## src/msr_pkg.sv

```systemverilog
// Package for the measurement status register bank.
// Assumes one 100 MHz clock domain shared by all users.
`default_nettype none
package msr_pkg;
  localparam int unsigned REG_WIDTH = 16;
  // Quality group bit positions
  localparam int unsigned QB_POWER = 3;
  localparam int unsigned QB_CAL = 8;
  localparam int unsigned QB_SELFTEST = 9;
  // Progress group bit positions
  localparam int unsigned OB_CALIBRATING = 0;
  localparam int unsigned OB_MEASURING = 4;
  localparam int unsigned OB_WAIT_TRIG = 5;
  localparam int unsigned OB_SENSOR_READ = 10;
  localparam int unsigned OB_LOWER_FAIL = 11;
  localparam int unsigned OB_UPPER_FAIL = 12;
  // Status byte summary positions
  localparam int unsigned SB_QUALITY = 3;
  localparam int unsigned SB_PROGRESS = 7;
  // Masks of implemented bits
  localparam logic [15:0] QUALITY_USED = 16'h0308;
  localparam logic [15:0] PROGRESS_USED = 16'h1C31;
  // Values after reset
  localparam logic [15:0] STATUS_RESET = 16'h0000;
  localparam logic [15:0] ENABLE_RESET = 16'h0000;
  localparam logic [7:0] SUMMARY_RESET = 8'h00;

  // Events reported by the measurement engine, one-cycle pulses unless noted
  typedef struct packed {
    logic meas_start;
    logic meas_done;
    logic power_err;
    logic zero_cal_start;
    logic zero_cal_end;
    logic zero_cal_err;
    logic selftest_done;
    logic selftest_fail;
    logic enter_wait_trig;
    logic enter_idle;
    logic sensor_reading;
    logic lower_enabled;
    logic lower_fail;
    logic upper_enabled;
    logic upper_fail;
  } msr_event_type;

  // Host command to load an enable mask
  typedef struct packed {
    logic quality_we;
    logic progress_we;
    logic [15:0] data;
  } msr_enable_cmd_type;
endpackage : msr_pkg
`default_nettype wire

```

## src/msr_status_regs.sv

```systemverilog
// Quality and progress status condition registers with enable masks.
// Assumes event inputs are synchronous pulses or levels from the engine.
// Summary of operation
// - Enabled quality condition bits drive the quality summary.
// - Quality bit 3 sets on any power data error of a measurement.
// - Quality bit 3 clears after an error-free measurement.
// - Quality bit 8 sets when a zero or calibration operation errors.
// - Quality bit 8 clears when such an operation succeeds cleanly.
// - Quality bit 9 follows power-on self test fail or pass.
// - Progress bit 0 set at zero or calibration start, cleared at end.
// - Progress bit 4 is high while a measurement runs.
// - Progress bit 5 set entering wait for trigger, cleared entering idle.
// - Progress bit 10 is high while sensor memory is read.
// - Progress bit 11 sets when a measurement fails a lower limit.
// - Progress bit 11 clears when lower test disabled or passes.
// - Progress bit 12 sets when a measurement fails an upper limit.
// - Progress bit 12 clears when upper test disabled or passes.
// - Enabled quality summary appears as status byte bit 3.
// - Enabled progress summary appears as status byte bit 7.
`timescale 1ns/1ns
`default_nettype none
module msr_status_regs #(
  parameter int unsigned WIDTH = 16
) (
  input wire logic clock,
  input wire logic rst_n,
  input wire logic clk_en,
  input wire msr_pkg::msr_event_type evt,
  input wire msr_pkg::msr_enable_cmd_type en_cmd,
  output logic [WIDTH-1:0] quality_status,
  output logic [WIDTH-1:0] progress_status,
  output logic [WIDTH-1:0] quality_enable,
  output logic [WIDTH-1:0] progress_enable,
  output logic [7:0] status_byte
);
  // Package constants brought to the register width
  localparam logic [WIDTH-1:0] QUAL_KEEP = WIDTH'(msr_pkg::QUALITY_USED);
  localparam logic [WIDTH-1:0] PROG_KEEP = WIDTH'(msr_pkg::PROGRESS_USED);
  localparam logic [WIDTH-1:0] STAT_INIT = WIDTH'(msr_pkg::STATUS_RESET);
  localparam logic [WIDTH-1:0] MASK_INIT = WIDTH'(msr_pkg::ENABLE_RESET);

  // Enable masks written by the host
  logic [WIDTH-1:0] qen_q;
  logic [WIDTH-1:0] qen_d;
  logic [WIDTH-1:0] pen_q;
  logic [WIDTH-1:0] pen_d;
  // Condition registers
  logic [WIDTH-1:0] qual_q;
  logic [WIDTH-1:0] qual_d;
  logic [WIDTH-1:0] prog_q;
  logic [WIDTH-1:0] prog_d;
  // Summary byte and the two group summaries feeding it
  logic [7:0] sb_q;
  logic [7:0] sb_d;
  logic qual_sum;
  logic prog_sum;

  // Latch a result on its strobe, otherwise hold
  function automatic logic capture(
    input logic current,
    input logic strobe,
    input logic value
  );
    logic result;
    result = current;
    if (strobe) begin
      result = value;
    end
    return result;
  endfunction : capture

  // Set wins over clear so a run starting as the last one ends is kept
  function automatic logic set_wins(
    input logic current,
    input logic set_evt,
    input logic clear_evt
  );
    logic result;
    result = current;
    if (clear_evt) begin
      result = 1'h0;
    end
    if (set_evt) begin
      result = 1'h1;
    end
    return result;
  endfunction : set_wins

  // A disabled limit test counts as passed
  function automatic logic limit_failed(
    input logic enabled,
    input logic failed
  );
    return enabled & failed;
  endfunction : limit_failed

  // Unimplemented bits never reach a condition register
  function automatic logic [WIDTH-1:0] keep_used(
    input logic [WIDTH-1:0] value,
    input logic [WIDTH-1:0] used
  );
    return value & used;
  endfunction : keep_used

  // Mask loads come only from host commands; bits beyond the used ones are kept but inert
  always_comb begin
    qen_d = qen_q;
    pen_d = pen_q;
    if (en_cmd.quality_we) begin
      qen_d = WIDTH'(en_cmd.data);
    end
    if (en_cmd.progress_we) begin
      pen_d = WIDTH'(en_cmd.data);
    end
  end

  always_ff @(posedge clock or negedge rst_n) begin
    if (!rst_n) begin
      qen_q <= MASK_INIT;
      pen_q <= MASK_INIT;
    end else if (clk_en) begin
      qen_q <= qen_d;
      pen_q <= pen_d;
    end
  end

  // Each quality bit is decided afresh by the operation that owns it
  always_comb begin
    qual_d = qual_q;
    qual_d[msr_pkg::QB_POWER] = capture(
      qual_q[msr_pkg::QB_POWER],
      evt.meas_done,
      evt.power_err
    );
    qual_d[msr_pkg::QB_CAL] = capture(
      qual_q[msr_pkg::QB_CAL],
      evt.zero_cal_end,
      evt.zero_cal_err
    );
    qual_d[msr_pkg::QB_SELFTEST] = capture(
      qual_q[msr_pkg::QB_SELFTEST],
      evt.selftest_done,
      evt.selftest_fail
    );
    qual_d = keep_used(qual_d, QUAL_KEEP);
  end

  // Events that arrive while clk_en is low are dropped, not queued
  always_ff @(posedge clock or negedge rst_n) begin
    if (!rst_n) begin
      qual_q <= STAT_INIT;
    end else if (clk_en) begin
      qual_q <= qual_d;
    end
  end

  // Progress bits follow the engine's start and end events
  always_comb begin
    prog_d = prog_q;
    prog_d[msr_pkg::OB_CALIBRATING] = set_wins(
      prog_q[msr_pkg::OB_CALIBRATING],
      evt.zero_cal_start,
      evt.zero_cal_end
    );
    prog_d[msr_pkg::OB_MEASURING] = set_wins(
      prog_q[msr_pkg::OB_MEASURING],
      evt.meas_start,
      evt.meas_done
    );
    prog_d[msr_pkg::OB_WAIT_TRIG] = set_wins(
      prog_q[msr_pkg::OB_WAIT_TRIG],
      evt.enter_wait_trig,
      evt.enter_idle
    );
    prog_d[msr_pkg::OB_SENSOR_READ] = evt.sensor_reading;
    prog_d[msr_pkg::OB_LOWER_FAIL] = capture(
      prog_q[msr_pkg::OB_LOWER_FAIL],
      evt.meas_done,
      limit_failed(evt.lower_enabled, evt.lower_fail)
    );
    prog_d[msr_pkg::OB_UPPER_FAIL] = capture(
      prog_q[msr_pkg::OB_UPPER_FAIL],
      evt.meas_done,
      limit_failed(evt.upper_enabled, evt.upper_fail)
    );
    prog_d = keep_used(prog_d, PROG_KEEP);
  end

  always_ff @(posedge clock or negedge rst_n) begin
    if (!rst_n) begin
      prog_q <= STAT_INIT;
    end else if (clk_en) begin
      prog_q <= prog_d;
    end
  end

  // Summaries from next-state values so the byte never lags its registers
  msr_summary #(
    .WIDTH(WIDTH)
  ) u_qual_sum (
    .cond(qual_d),
    .mask(qen_d),
    .summary(qual_sum)
  );
  msr_summary #(
    .WIDTH(WIDTH)
  ) u_prog_sum (
    .cond(prog_d),
    .mask(pen_d),
    .summary(prog_sum)
  );

  always_comb begin
    sb_d = msr_pkg::SUMMARY_RESET;
    sb_d[msr_pkg::SB_QUALITY] = qual_sum;
    sb_d[msr_pkg::SB_PROGRESS] = prog_sum;
  end

  always_ff @(posedge clock or negedge rst_n) begin
    if (!rst_n) begin
      sb_q <= msr_pkg::SUMMARY_RESET;
    end else if (clk_en) begin
      sb_q <= sb_d;
    end
  end

  // Outputs are the registers themselves
  always_comb begin
    quality_status = qual_q;
    progress_status = prog_q;
    quality_enable = qen_q;
    progress_enable = pen_q;
    status_byte = sb_q;
  end
endmodule : msr_status_regs
`default_nettype wire

```

## src/msr_summary.sv

```systemverilog
// Masked summary of one status group.
// Assumes condition and mask come from the same clock domain.
`timescale 1ns/1ns
`default_nettype none
module msr_summary #(
  parameter int unsigned WIDTH = 16
) (
  input wire logic [WIDTH-1:0] cond,
  input wire logic [WIDTH-1:0] mask,
  output logic summary
);
  always_comb begin
    summary = |(cond & mask);
  end
endmodule : msr_summary
`default_nettype wire
```

## config.mk

```make
export PLATFORM = sky130hd
export DESIGN_NAME = msr_status_regs
export DESIGN_NICKNAME = d
export VERILOG_FILES = /design/src/msr_pkg.sv /design/src/msr_status_regs.sv /design/src/msr_summary.sv
export SDC_FILE = /design/constraint.sdc
export NUM_CORES = 1
export LEC_CHECK = 0
export BUFFER_PORTS_ARGS = -buffer_cell sky130_fd_sc_hd__buf_2
export CORE_MARGIN = 1
export CORE_UTILIZATION = 45
export CTS_BUF_LIST = sky130_fd_sc_hd__clkbuf_16
export DETAILED_ROUTE_END_ITERATION = 8
export PLACE_DENSITY = 0.88
export SETUP_SLACK_MARGIN = 0.15
export SLEW_MARGIN = 20
export SYNTH_ARGS = -nofsm -noshare
export SYNTH_HDL_FRONTEND = slang
export SYNTH_SLANG_ARGS = --single-unit
export TNS_END_PERCENT = 30
```

## constraint.sdc

```tcl
create_clock -name clock -period 1.3 [get_ports clock]
set_input_delay 0.195 -clock clock [delete_from_list [all_inputs] [get_ports clock]]
set_output_delay 0.195 -clock clock [all_outputs]
set_load 0.02 [all_outputs]
```

==> impl_metrics.env <==
export IMPL_status="completed"
export IMPL_fmax_ghz=0.797
export IMPL_cts_buffer_depth=2
export IMPL_ys_seq_elements=43
export IMPL_multi_input_area_um2=878
export IMPL_pin_count=108
export IMPL_wl_per_cell_um=13.7
export IMPL_grtUsageTotal_pct=17.2
export IMPL_antenna_found_initial=0
export IMPL_async_flop_share_pct=100
export IMPL_totalPowerFinal_uw=4070
export IMPL_yosys_warnings=0
export IMPL_drc=0
export IMPL_cts_tree="yes"
export IMPL_clkSlewWorstSetupHoldPaths_ns=0.06
export IMPL_post_dp_hpwl_mm=3.05
export IMPL_worstSetupEndpointType="register"
export IMPL_yosys_area_top_type="dfrtp_1"
export IMPL_yosysMostFrequentCell="dfrtp_1"
export IMPL_p_leak_uw=0.00136
export IMPL_synth_compound_area_share_pct=4.92
export IMPL_synth_xor_area_share_pct=0
export IMPL_grt_max_degree=44
export IMPL_seq_area_um2=1080
export IMPL_die_w_um=69.6
export IMPL_synthCells=160
export IMPL_first_global_vias=1416
export IMPL_clock_latency_ns=0.28
export IMPL_synth_cell_type_count=24
export IMPL_setup_viol_count_final=0
export IMPL_drt_total_wl_mm=4.13
export IMPL_n_antenna_cell=0
export IMPL_vias=1469
export IMPL_synth_adder_area_share_pct=0
export IMPL_yosys_mux_area_fraction_pct=25.8
export IMPL_nets=284
export IMPL_hold_slack_ns=0.157
export IMPL_worst_ir_drop_vdd_v=0.000884
export IMPL_drive_gt1_share_pct=57.8
export IMPL_cts_root_buf="clkbuf_16"
export IMPL_syn2layout_area_growth_pct=31.3
export IMPL_yosys_top_cells_count="dfrtp_1 (43), mux2_2 (36), buf_4 (29)"
export IMPL_powerDensity_nw_per_um2=1510
export IMPL_cp_start_kind="register"
export IMPL_drt_vias_per_instance=4.88
export IMPL_synth_top_area_share_pct=52.3
export IMPL_dieArea_um2=4850
export IMPL_slew_violations=0
export IMPL_postSynthAreaPerCell_um2=12.9
export IMPL_fin_skew_ns=0.000777
export IMPL_core_um2=4380
export IMPL_gp_congestion=0.752
export IMPL_hold_viol_final=0
export IMPL_drtIter0Drc=27
export IMPL_grt_ovfl_total=0
export IMPL_synth_area_leaders="dfrtp_1 (52%), mux2_2 (20%), buf_4 (11%)"
export IMPL_ant_nets=0
export IMPL_synth_edf_count=0
export IMPL_syn_area_um2=2060
export IMPL_min_period_ns=1.25
export IMPL_crit_required_ns=1.46
export IMPL_fillers=367
export IMPL_max_cap_viol_count=0
export IMPL_cts_sinks=43
export IMPL_firstDrtPassIters=4
export IMPL_path_class="register to register"
export IMPL_hold_class="input port to register"
export IMPL_synth_top_family_by_area="multiplexers"
export IMPL_dieHeight_um=69.6
export IMPL_fin_crit_sh_pct=96.5
export IMPL_htreeDepth=2
export IMPL_numPortBuffers=78
export IMPL_yosysSeqAreaShare_pct=52.3
export IMPL_initial_core_util_pct=46.9
export IMPL_grt_pass1_wl_mm=6.63
export IMPL_arrival_ns=1.42
export IMPL_synth_main_ff_cell="dfrtp_1"
export IMPL_row_count=24
export IMPL_synthSimpleGateAreaFrac_pct=4.13
export IMPL_utilization_pct=61.6
export IMPL_numCtsBuffers=5
export IMPL_cp_max_fo=2
export IMPL_rsz0062_at_grt="yes"
[critical path, cell delays in order, from the launching register on]
cell      delay (ns)
dfrtp_2         0.40
mux2_4          0.27
nand2_2         0.06
o221ai_2        0.08
o32a_1          0.33
[metal layers]
metal | global-route usage [%] | up-vias | share of wire, %
met3 | 5.09 | 5 | 7.4
met5 | 0 | - | 0
li1 | - | 672 | -
met4 | 5.33 | 0 | 0.94
met2 | 28.8 | 71 | 50
met1 | 21.5 | 721 | 42
[sequential cells by signal (all words and copies together) (netlist names)]
| signal | cells |
|---|---|
| progress_enable | 16 |
| quality_enable | 16 |
| progress_status | 6 |
| quality_status | 3 |
| status_byte | 2 |
[what timing repair did]
| action | in CTS | in global routing |
|---|---|---|
| hold buffers | 1 | 0 |
| hold endpoints to repair | 43 | 0 |
| buffers inserted | 0 | 3 |
| gates resized for setup | 0 | 8 |
| setup endpoints to repair | 1 | 1 |
| cloned | 0 | 0 |
| pin swaps | 1 | 4 |
[area by class of cell]
| type | count | area share, % |
|---|---|---|
| Inverter | 2 | 0.278 |
| Tap cell | 52 | 2.41 |
| Multi-Input combinational cell | 108 | 32.5 |
| Clock buffer | 5 | 4.63 |
| Timing Repair Buffer | 88 | 18.7 |
| Sequential cell | 43 | 39.9 |
| Clock inverter | 3 | 1.57 |
[path summary, 6_finish.rpt]
kind                                           from                 end  slack, ns  depth (start not counted)
worst max-delay path            progress_enable[10]      status_byte[7]       0.05                          4
worst min-delay path                         evt[6]  progress_status[5]       0.16                          2
worst max register to register  progress_enable[10]      status_byte[7]       0.05                          4
worst min register to register       status_byte[3]      status_byte[3]       0.49                          1
max in group asynchronous                     rst_n  progress_status[4]       0.68                          3
min in group asynchronous                     rst_n   quality_enable[4]       0.42                          3
[through the flow]
step                std cells   TNS (ns)  instance area (um^2)  setup WS, ns
floorplan                 188          0                  2180        0.0179
global placement          289          0                  2460        0.0554
detailed placement        289  -0.000165                  2460     -0.000165
CTS                       298          0                  2640       0.00614
global route              301          0                  2700      0.000332
finish                    301          0                  2700        0.0454
[kinds of logic after synthesis]
logic type / Yosys count
simple gates: 17
flops: 43
buf+inv: 37
other cells: 1
compound gates: 14
mux: 48
[report_power, final]
part,total [uW],internal (uW),switching (uW)
logic,1020,427,597
registers,1650,1530,112
clock network,1400,906,497
[cell usage in the layout (no fill, tap or decap), types with 2 or more instances in the layout]
cell type / instances
clkbuf_16: 5
a21oi_1: 3
mux2i_1: 11
dfrtp_1: 41
mux2_2: 36
o22ai_1: 2
inv_1: 2
dfrtp_2: 2
buf_2: 78
nand2_2: 3
nor2_1: 5
buf_12: 3
nor2b_4: 3
buf_4: 6
a22o_1: 2
conb_1: 29
nand2_1: 4
No activity file was read; power rests on OpenSTA's default activity.
